File: src/core/ldo_thermal_map.vh
`ifndef LDO_THERMAL_MAP_VH
`define LDO_THERMAL_MAP_VH

// ****************************************
// Register offsets
// ****************************************
`define OFS_LDO_ONE      8'h30
`define OFS_LDO_TWO      8'h31
`define OFS_LDO_FIVE     8'h32
`define OFS_LDO_EIGHT    8'h33
`define OFS_LDO_SEVEN    8'h34
`define OFS_LDO_SIX      8'h35
`define OFS_LDO_FOUR     8'h36
`define OFS_LDO_THREE    8'h37
`define OFS_THERMAL      8'h38

// ****************************************
// Field positions
// ****************************************
`define MODE_MSB         1
`define MODE_LSB         0
`define LEVEL_LSB        2
`define WIDE_LEVEL_MSB   7
`define NARROW_LEVEL_MSB 6
`define HOT_DIE_FLAG_BIT     5
`define OVERTEMP_SHUTDOWN_FLAG_BIT     4
`define THERM_SEL_MSB    3
`define THERM_SEL_LSB    2
`define THERM_EN_BIT     0

// ****************************************
// Reset values and write masks
// ****************************************
`define LDO_CTRL_RST     8'h00
`define THERM_SEL_RST    2'h3
`define THERM_EN_RST     1'h1
`define WIDE_WR_MASK     8'hff
`define NARROW_WR_MASK   8'h7f
`define THERM_WR_MASK    8'h0d

// ****************************************
// Mode codes
// ****************************************
`define MODE_ACTIVE      2'h1
`define MODE_SLEEP       2'h3

// ****************************************
// Voltage scale in millivolts
// ****************************************
`define MV_BASE          12'h3e8
`define MV_FINE_STEP     12'h032
`define MV_COARSE_STEP   12'h064
`define MV_TOP           12'hce4
`define MV_EXT_LOW       12'h320
`define MV_TRACK_MAX     12'h5dc
`define FINE_KNEE        6'h04
`define COARSE_KNEE      6'h02

`endif

File: src/core/ldo_level_decode.v
`timescale 1ns/1ps
`include "ldo_thermal_map.vh"

// ****************************************
// Level code to millivolts
// ****************************************
// KIND 0: six-bit 50 mV scale, KIND 1: five-bit 100 mV scale,
// KIND 2: six-bit scale extended below 1 V
module ldo_level_decode #(
	parameter KIND = 0
) (
	input  wire [5:0]  level,
	output reg  [11:0] millivolts
);

	reg [11:0] fine;
	reg [11:0] coarse;

	always @* begin
		fine   = `MV_BASE + ({6'h00, level - `FINE_KNEE} * `MV_FINE_STEP);
		coarse = `MV_BASE
			+ ({6'h00, level - `COARSE_KNEE} * `MV_COARSE_STEP);
		millivolts = `MV_BASE;
		case (KIND)
		0: begin
			if (level <= `FINE_KNEE)
				millivolts = `MV_BASE;
			else if (fine > `MV_TOP)
				millivolts = `MV_TOP;
			else
				millivolts = fine;
		end
		1: begin
			if (level <= `COARSE_KNEE)
				millivolts = `MV_BASE;
			else if (coarse > `MV_TOP)
				millivolts = `MV_TOP;
			else
				millivolts = coarse;
		end
		default: begin
			if (level <= `COARSE_KNEE)
				millivolts = `MV_EXT_LOW
					+ ({6'h00, level} * `MV_FINE_STEP);
			else if (level <= `FINE_KNEE)
				millivolts = `MV_BASE;
			else if (fine > `MV_TOP)
				millivolts = `MV_TOP;
			else
				millivolts = fine;
		end
		endcase
	end

endmodule // ldo_level_decode

File: src/core/ldo_thermal_regs.v
`timescale 1ns/1ps
`include "ldo_thermal_map.vh"

// Functional notes
// - Mode 01 is on at full power, 11 on at low power, 00 and 10 off; reset 0.
// - Regulators one and two map the six-bit level in 50 mV steps, 5 is 1.05 V.
// - Regulators one and two give 1 V for every level code up to 4.
// - Five-bit regulators give 1 V up to code 2, then 100 mV steps to 3.3 V.
// - Regulator four codes 0, 1 and 2 give 0.8, 0.85 and 0.9 V.
// - Regulator four range is 1-3.3 V untracked and 0.8-1.5 V tracked.
// - With tracking on and core rail one active, regulator four follows it.
// - Bit 5 of the thermal register reads the hot-die detector live.
// - Bit 4 of the thermal register reads the shutdown detector live.
// - Thermal bits 3:2 choose the hot-die threshold and reset to 11.
// - Thermal bits 5:2 reset on general reset, bit 0 on turn-off reset.
// - Thermal bit 0 enables the shutdown module and defaults to one.
// - Every regulator control register returns to default on turn-off reset.
// - Regulator five's register belongs to the turn-off reset domain.
module ldo_thermal_regs (
	input  wire        ref_clk,
	input  wire        rst,
	input  wire        turnOffReset,
	input  wire        generalReset,
	input  wire [7:0]  regAddr,
	input  wire [7:0]  regWrData,
	input  wire        regWrEn,
	input  wire        regRdEn,
	output reg  [7:0]  regRdData,
	output reg         regRdValid,
	output wire        regHit,
	input  wire        hotDieDetect,
	input  wire        overtempDetect,
	input  wire        trackEnable,
	input  wire        coreRailOneActive,
	input  wire [11:0] coreRailOneMv,
	output reg  [7:0]  ldoOn,
	output reg  [7:0]  ldoLowPower,
	output reg  [95:0] ldoMillivolts,
	output reg         ldoFourRangeError,
	output reg  [1:0]  hot_die_threshold_choice,
	output reg         shutdownEnable
);

	// ****************************************
	// Register index decode
	// ****************************************
	// Index is the regulator number minus one; bit 3 marks a hit.
	function [3:0] ldoIndex;
		input [7:0] addr;
		begin
			case (addr)
			`OFS_LDO_ONE:   ldoIndex = 4'h8;
			`OFS_LDO_TWO:   ldoIndex = 4'h9;
			`OFS_LDO_THREE: ldoIndex = 4'ha;
			`OFS_LDO_FOUR:  ldoIndex = 4'hb;
			`OFS_LDO_FIVE:  ldoIndex = 4'hc;
			`OFS_LDO_SIX:   ldoIndex = 4'hd;
			`OFS_LDO_SEVEN: ldoIndex = 4'he;
			`OFS_LDO_EIGHT: ldoIndex = 4'hf;
			default:        ldoIndex = 4'h0;
			endcase
		end
	endfunction

	// Regulators one, two and four hold a six-bit level code.
	function wideLevel;
		input [2:0] idx;
		begin
			case (idx)
			3'h0:    wideLevel = 1'b1;
			3'h1:    wideLevel = 1'b1;
			3'h3:    wideLevel = 1'b1;
			default: wideLevel = 1'b0;
			endcase
		end
	endfunction

	// Mode field decode shared by enable and low power outputs.
	function [1:0] modeDecode;
		input [1:0] mode;
		begin
			case (mode)
			`MODE_ACTIVE: modeDecode = 2'h1;
			`MODE_SLEEP:  modeDecode = 2'h3;
			default:      modeDecode = 2'h0;
			endcase
		end
	endfunction

	wire [3:0] wrIdx;
	wire [3:0] rdIdx;
	wire       thermHit;

	assign wrIdx    = ldoIndex(regAddr);
	assign rdIdx    = ldoIndex(regAddr);
	assign thermHit = (regAddr == `OFS_THERMAL);
	assign regHit   = wrIdx[3] | thermHit;

	// ****************************************
	// Detector synchronisers
	// ****************************************
	// Comparator outputs come from the analog side and may glitch.
	wire [1:0] detSync;

	sync_two_flop #(
		.WIDTH(2)
	) u_detSync (
		.ref_clk(ref_clk),
		.rst    (rst),
		.asyncIn({hotDieDetect, overtempDetect}),
		.syncOut(detSync)
	);

	reg hot_die_flag;
	reg overtemp_shutdown_flag;

	always @(posedge ref_clk) begin
		if (rst || generalReset) begin
			hot_die_flag           <= 1'b0;
			overtemp_shutdown_flag <= 1'b0;
		end else begin
			hot_die_flag           <= detSync[1];
			overtemp_shutdown_flag <= detSync[0];
		end
	end

	// ****************************************
	// Regulator control registers
	// ****************************************
	wire [63:0] ctrlFlat;
	wire [95:0] decodedMv;

	genvar g;
	generate
		for (g = 0; g < 8; g = g + 1) begin : gLdo
			localparam IS_WIDE = (g == 0) || (g == 1) || (g == 3);
			localparam KIND    = (g == 3) ? 2 : (IS_WIDE ? 0 : 1);
			localparam [7:0] MASK = IS_WIDE ? `WIDE_WR_MASK
				: `NARROW_WR_MASK;

			reg  [7:0]  ctrl;
			wire [5:0]  level;
			wire [11:0] mv;

			// Turn-off reset covers every regulator, five included.
			always @(posedge ref_clk) begin
				if (rst || turnOffReset)
					ctrl <= `LDO_CTRL_RST;
				else if (regWrEn && wrIdx[3] && (wrIdx[2:0] == g))
					ctrl <= regWrData & MASK;
			end

			assign level = IS_WIDE
				? ctrl[`WIDE_LEVEL_MSB:`LEVEL_LSB]
				: {1'b0, ctrl[`NARROW_LEVEL_MSB:`LEVEL_LSB]};
			assign ctrlFlat[g*8 +: 8] = ctrl;

			ldo_level_decode #(
				.KIND(KIND)
			) u_decode (
				.level     (level),
				.millivolts(mv)
			);

			assign decodedMv[g*12 +: 12] = mv;
		end
	endgenerate

	// ****************************************
	// Thermal register
	// ****************************************
	always @(posedge ref_clk) begin
		if (rst || generalReset)
			hot_die_threshold_choice <= `THERM_SEL_RST;
		else if (regWrEn && thermHit)
			hot_die_threshold_choice <=
				regWrData[`THERM_SEL_MSB:`THERM_SEL_LSB];
	end

	// Shutdown enable sits in the turn-off domain, not the general one.
	always @(posedge ref_clk) begin
		if (rst || turnOffReset)
			shutdownEnable <= `THERM_EN_RST;
		else if (regWrEn && thermHit)
			shutdownEnable <= regWrData[`THERM_EN_BIT];
	end

	wire [7:0] thermImage;

	assign thermImage = {2'h0, hot_die_flag, overtemp_shutdown_flag,
		hot_die_threshold_choice, 1'b0, shutdownEnable} & 8'h3d;

	// ****************************************
	// Read port
	// ****************************************
	// Unmapped addresses read zero so a stray poll never sees stale data.
	reg [7:0] next_regRdData;

	always @* begin
		next_regRdData = 8'h00;
		if (rdIdx[3])
			next_regRdData = ctrlFlat[rdIdx[2:0]*8 +: 8]
				& (wideLevel(rdIdx[2:0]) ? `WIDE_WR_MASK
				: `NARROW_WR_MASK);
		else if (thermHit)
			next_regRdData = thermImage;
	end

	always @(posedge ref_clk) begin
		if (rst) begin
			regRdData  <= 8'h00;
			regRdValid <= 1'b0;
		end else begin
			regRdValid <= regRdEn;
			if (regRdEn)
				regRdData <= next_regRdData;
		end
	end

	// ****************************************
	// Supply state outputs
	// ****************************************
	reg [7:0] next_ldoOn;
	reg [7:0] next_ldoLowPower;
	reg [1:0] modeBits;
	integer   i;

	always @* begin
		next_ldoOn       = 8'h00;
		next_ldoLowPower = 8'h00;
		modeBits         = 2'h0;
		for (i = 0; i < 8; i = i + 1) begin
			modeBits = modeDecode(ctrlFlat[i*8 +: 2]);
			next_ldoOn[i]       = modeBits[0];
			next_ldoLowPower[i] = modeBits[1];
		end
	end

	// ****************************************
	// Output voltages and tracking
	// ****************************************
	// Tracking only takes over while core rail one is actually active.
	wire        tracking;
	wire [11:0] fourMv;

	assign tracking = trackEnable && coreRailOneActive;
	assign fourMv   = tracking ? coreRailOneMv
		: decodedMv[3*12 +: 12];

	reg [95:0] next_ldoMillivolts;
	reg        next_rangeError;

	always @* begin
		next_ldoMillivolts          = decodedMv;
		next_ldoMillivolts[36 +: 12] = fourMv;
		next_rangeError = 1'b0;
		if (trackEnable)
			next_rangeError = (decodedMv[36 +: 12] > `MV_TRACK_MAX);
		else
			next_rangeError = (decodedMv[36 +: 12] < `MV_BASE);
	end

	always @(posedge ref_clk) begin
		if (rst) begin
			ldoOn             <= 8'h00;
			ldoLowPower       <= 8'h00;
			ldoMillivolts     <= 96'h0;
			ldoFourRangeError <= 1'b0;
		end else begin
			ldoOn             <= next_ldoOn;
			ldoLowPower       <= next_ldoLowPower;
			ldoMillivolts     <= next_ldoMillivolts;
			ldoFourRangeError <= next_rangeError;
		end
	end

endmodule // ldo_thermal_regs

File: src/core/sync_two_flop.v
`timescale 1ns/1ps
`include "ldo_thermal_map.vh"

// ****************************************
// Two-stage level synchroniser
// ****************************************
module sync_two_flop #(
	parameter WIDTH = 2
) (
	input  wire             ref_clk,
	input  wire             rst,
	input  wire [WIDTH-1:0] asyncIn,
	output reg  [WIDTH-1:0] syncOut
);

	reg [WIDTH-1:0] stageOne;

	always @(posedge ref_clk) begin
		if (rst) begin
			stageOne <= {WIDTH{1'b0}};
			syncOut  <= {WIDTH{1'b0}};
		end else begin
			stageOne <= asyncIn;
			syncOut  <= stageOne;
		end
	end

endmodule // sync_two_flop

File: config.mk
export PLATFORM = sky130hd
export DESIGN_NAME = ldo_thermal_regs
export DESIGN_NICKNAME = d
export VERILOG_FILES = /design/src/core/ldo_level_decode.v /design/src/core/ldo_thermal_regs.v /design/src/core/sync_two_flop.v
export VERILOG_INCLUDE_DIRS = /design/src /design/src/core
export SDC_FILE = /design/constraint.sdc
export NUM_CORES = 1
export LEC_CHECK = 0
export ABC_CLOCK_PERIOD_IN_PS = 5800
export BUFFER_PORTS_ARGS = -buffer_cell sky130_fd_sc_hd__buf_2
export CAP_MARGIN = 20
export CORE_ASPECT_RATIO = 0.9
export CORE_MARGIN = 5
export CORE_UTILIZATION = 33
export CTS_CLUSTER_DIAMETER = 100
export DETAILED_ROUTE_END_ITERATION = 12
export PLACE_DENSITY = 0.47
export SYNTH_ARGS = -nofsm -noshare
export SYNTH_HDL_FRONTEND = slang
export SYNTH_HIERARCHICAL = 1
export SYNTH_SLANG_ARGS = --single-unit
File: constraint.sdc
create_clock -name ref_clk -period 5.8 [get_ports ref_clk]
set_input_delay 1.16 -clock ref_clk [delete_from_list [all_inputs] [get_ports ref_clk]]
set_output_delay 1.16 -clock ref_clk [all_outputs]
set_load 0.02 [all_outputs]
==> summary.md <==
| Metric | Value |
|---|---|
| Final setup viols | 0 |
| WL per Instance | roughly 17 um |
| Cts hold-fix bufs | 0 |
| Maxcap violations | 0 |
| Htree depth | 4 |
| Clk slew on worst S/H paths | 0.07 ns |
| Leakage | 7.31 nW |
| Vias in the first global route | 11500 |
| Port Buffers | approximately 160 |
| Launching point of the worst reg2reg path | gLdo[3].ctrl[4] |
| Unique masters post-synth | 97 |
| Fin. max-slew vios | 0 |
| Mean Syn Cell Area | 9.07 um2 |
| DP Area | approximately 0.016 mm2 |
| Die W | ~230 um |
| Drt first-iter violations | 621 |
| Sequential-to-total area share from yosys stat | 26.2% |
| Initial antenna violation count | 5 |
| Status | finished, final reports clean |
| Hold path start | u_detSync/stageOne[1] |
| Hold crit path type | register to register |
| Num ports | 164 |
| Largest net degree at the start of global routing | approximately 70 |
| Worst-path maximum fanout | 10 |
| P per Cell Area | around 180 mW/mm2 |
| Final instance area | 0.0163 mm2 |
| Worst Path Arrival | 5.42 ns |
| Peak supply drop | 0.122 mV |
| Post-route ant nets | 0 |
| #FFs+latches synth | 190 |
| Synthesized cell area | 0.0145 mm2 |
| Final Cycle Share | 88.0% |
| Via count | 11600 |
| Fillers | approximately 4500 |
| Post-synth EDFFs | 0 |
| CTS tree | yes |
| Main synth FF type | dfxtp_1 |
| Layout cells sized above 1 | 15.9% |
| Placed cells | 2280 |
| Row count | 73 |
| RePlAce Congestion | 0.835 |
| DRC | 0 |
| Area grow syn2layout | 12.4% |
| Min Tclk post-route | 5.10 ns |
| CP Capture Type | register |
| Critical Path Start Type | register |
| Vias/cell | 5.01 |
| Smallest hold slack | roughly 0.43 ns |
| Crit path kind | register to register |
| Later-pin clock latency in the skew report | 0.46 ns |
| Yosys warns | 6 |
| RSZ-0062 raised after global routing | no |
| Die Y | around 210 um |
| Cells after Synth | 1602 |
| DP HPWL | 30700 um |
| CP Data Required Time | 6.12 ns |
| Clock buffer depth | 2 |
| Worst Setup SP | gLdo[3].ctrl[4] |
| Final setup margin | approximately 0.70 ns |
| Drt total wl | 38300 um |
| Relative slew margins | between 20% and 30% |
| Fmax | 0.196 GHz |
| Tot GR Track Use | between 10% and 20% |
| Hold Fails Final Rpt | 0 |
| Total clock buffers created by CTS | 17 |
| Setup TNS | 0 ns |
| Post-CTS resize count | 0 |
| Global route overflow | 0 |
| Worst Tran Pin Value | about 1.1 ns |
| Root Driver | clkbuf_16 |
| # Post-CTS Setup Buffers | 0 |
| Fin cells | about 2300 |
| Core ar. | 0.0438 mm2 |
| Initial Util | between 30% and 40% |
| First-pass GRT wire length | 61800 um |
| Die footprint | 0.0484 mm2 |
| Clock Sinks | between 150 and 200 |
| Clock skew | ~0.011 ns |
| Post-Place Setup Slack | around 0.8 ns |
| TritonRoute pass-1 iters | 4 |
| Nets@finish | 1994 |
| Synth async-reset ratio | 0% |
[per-stage QoR]
step | util (%) | power, W
2_1_floorplan | - | 0.00166
3_3_place_gp | 36.0 | 0.00177
3_5_place_dp | 36.0 | 0.00177
4_1_cts | 37.3 | 0.00296
5_1_grt | 37.3 | 0.00305
6_report | 37.3 | 0.00291
[critical path, cell delays in order, from the launching register on]
cell and delay [ns]:
dfxtp_1 0.30, buf_4 0.16, inv_1 0.23, ha_1 0.29
xor2_1 0.34, ha_1 0.30, ha_1 0.30, ha_1 0.31
ha_1 0.38, nor2b_1 0.18, a221oi_1 0.43, o311ai_4 0.22
a311oi_4 0.43, a21o_1 0.20, a31oi_1 0.13, o2111ai_1 0.26
a21oi_1 0.09, o21a_1 0.16, o21ai_0 0.15, a21oi_1 0.08
[path summary, 6_finish.rpt]
| kind | to | slack (ns) | cells after the start |
|---|---|---|---|
| hold / removal | u_detSync/syncOut[1] | 0.43 | 1 |
| setup reg to reg | ldoFourRangeError | 0.70 | 19 |
| hold reg to reg | u_detSync/syncOut[1] | 0.43 | 1 |
| setup / recovery | ldoFourRangeError | 0.70 | 19 |
[metal layers]
layer | vias to the layer above | track usage (%) | share of wire (%)
met1 | 5441 | 21.4 | 49
met3 | 43 | 4.48 | 5.3
met4 | 8 | 4.12 | 1.4
li1 | 5918 | - | -
met5 | - | 0 | 0.13
met2 | 174 | 24.8 | 45
[sequential cells by signal (all words and copies together) (netlist names), 2 cells and up]
signal	cells
u_detSync/syncOut	2
gLdo.ctrl	59
hot_die_threshold_choice	2
u_detSync/stageOne	2
ldoLowPower	8
ldoOn	8
regRdData	8
ldoMillivolts	96
[placed cells by master, fill, tap and decap left out, drive strengths merged, types with 14 or more instances in the layout]
| cell | count |
|---|---|
| and2 | 24 |
| or3 | 16 |
| inv | 87 |
| a211oi | 23 |
| nand3 | 61 |
| o21a | 15 |
| clkbuf | 18 |
| xor2 | 89 |
| o21ai | 66 |
| conb | 23 |
| a21oi | 72 |
| nor2b | 111 |
| nor2 | 115 |
| dfxtp | 190 |
| nand2 | 59 |
| a21o | 22 |
| nor3 | 45 |
| buf | 167 |
| xnor2 | 44 |
| mux2i | 40 |
| ha | 210 |
| o211ai | 30 |
| nand2b | 19 |
| nor4 | 14 |
[synth_stat cells, types with 30 or more instances]
cell / instances / share of area, %
xor2_1: 84 / 5.1
a21oi_1: 68 / 2.3
xnor2_1: 39 / 2.3
inv_1: 83 / 2.1
ha_1: 210 / 18
nand2_1: 58 / 1.5
nor2b_1: 111 / 4.8
nand3_1: 60 / 2.1
nor2_1: 108 / 2.8
o21ai_0: 58 / 2.0
dfxtp_1: 190 / 26
mux2i_1: 40 / 2.8
o211ai_1: 30 / 1.5
nor3_1: 40 / 1.4
[final cells by class]
type | count | area (um2) | area share (%)
Clock inverter | 11 | 135 | 0.827
Timing Repair Buffer | 167 | 848 | 5.19
Clock buffer | 18 | 429 | 2.63
Sequential cell | 190 | 3800 | 23.3
Multi-Input combinational cell | 1278 | 10100 | 61.8
Antenna cell | 1 | 2.50 | 0.0153
Tap cell | 562 | 703 | 4.30
Inverter | 83 | 312 | 1.91
[power by group]
group          total (W)  internal (W)  leakage (nW)  switching [W]
clock network    0.00117      0.000633         0.266       0.000540
registers        0.00135       0.00134          1.55     0.00000964
logic           0.000381      0.000142          5.49       0.000239
[kinds of logic (layout without fill, tap and decap cells)]
group	after synthesis	in the layout	share of synthesized area, %
buffers and inverters	148	279	4.72
AO/OA/AOI/OAI	320	320	15.7
AND/OR/NAND/NOR	527	527	20.2
adder cells (fa/ha/maj)	219	219	19.3
XOR/XNOR	143	143	10.1
multiplexers	46	46	3.55
other	9	24	0.232
flip-flops	190	190	26.2
(Power assumes the default switching activity.)
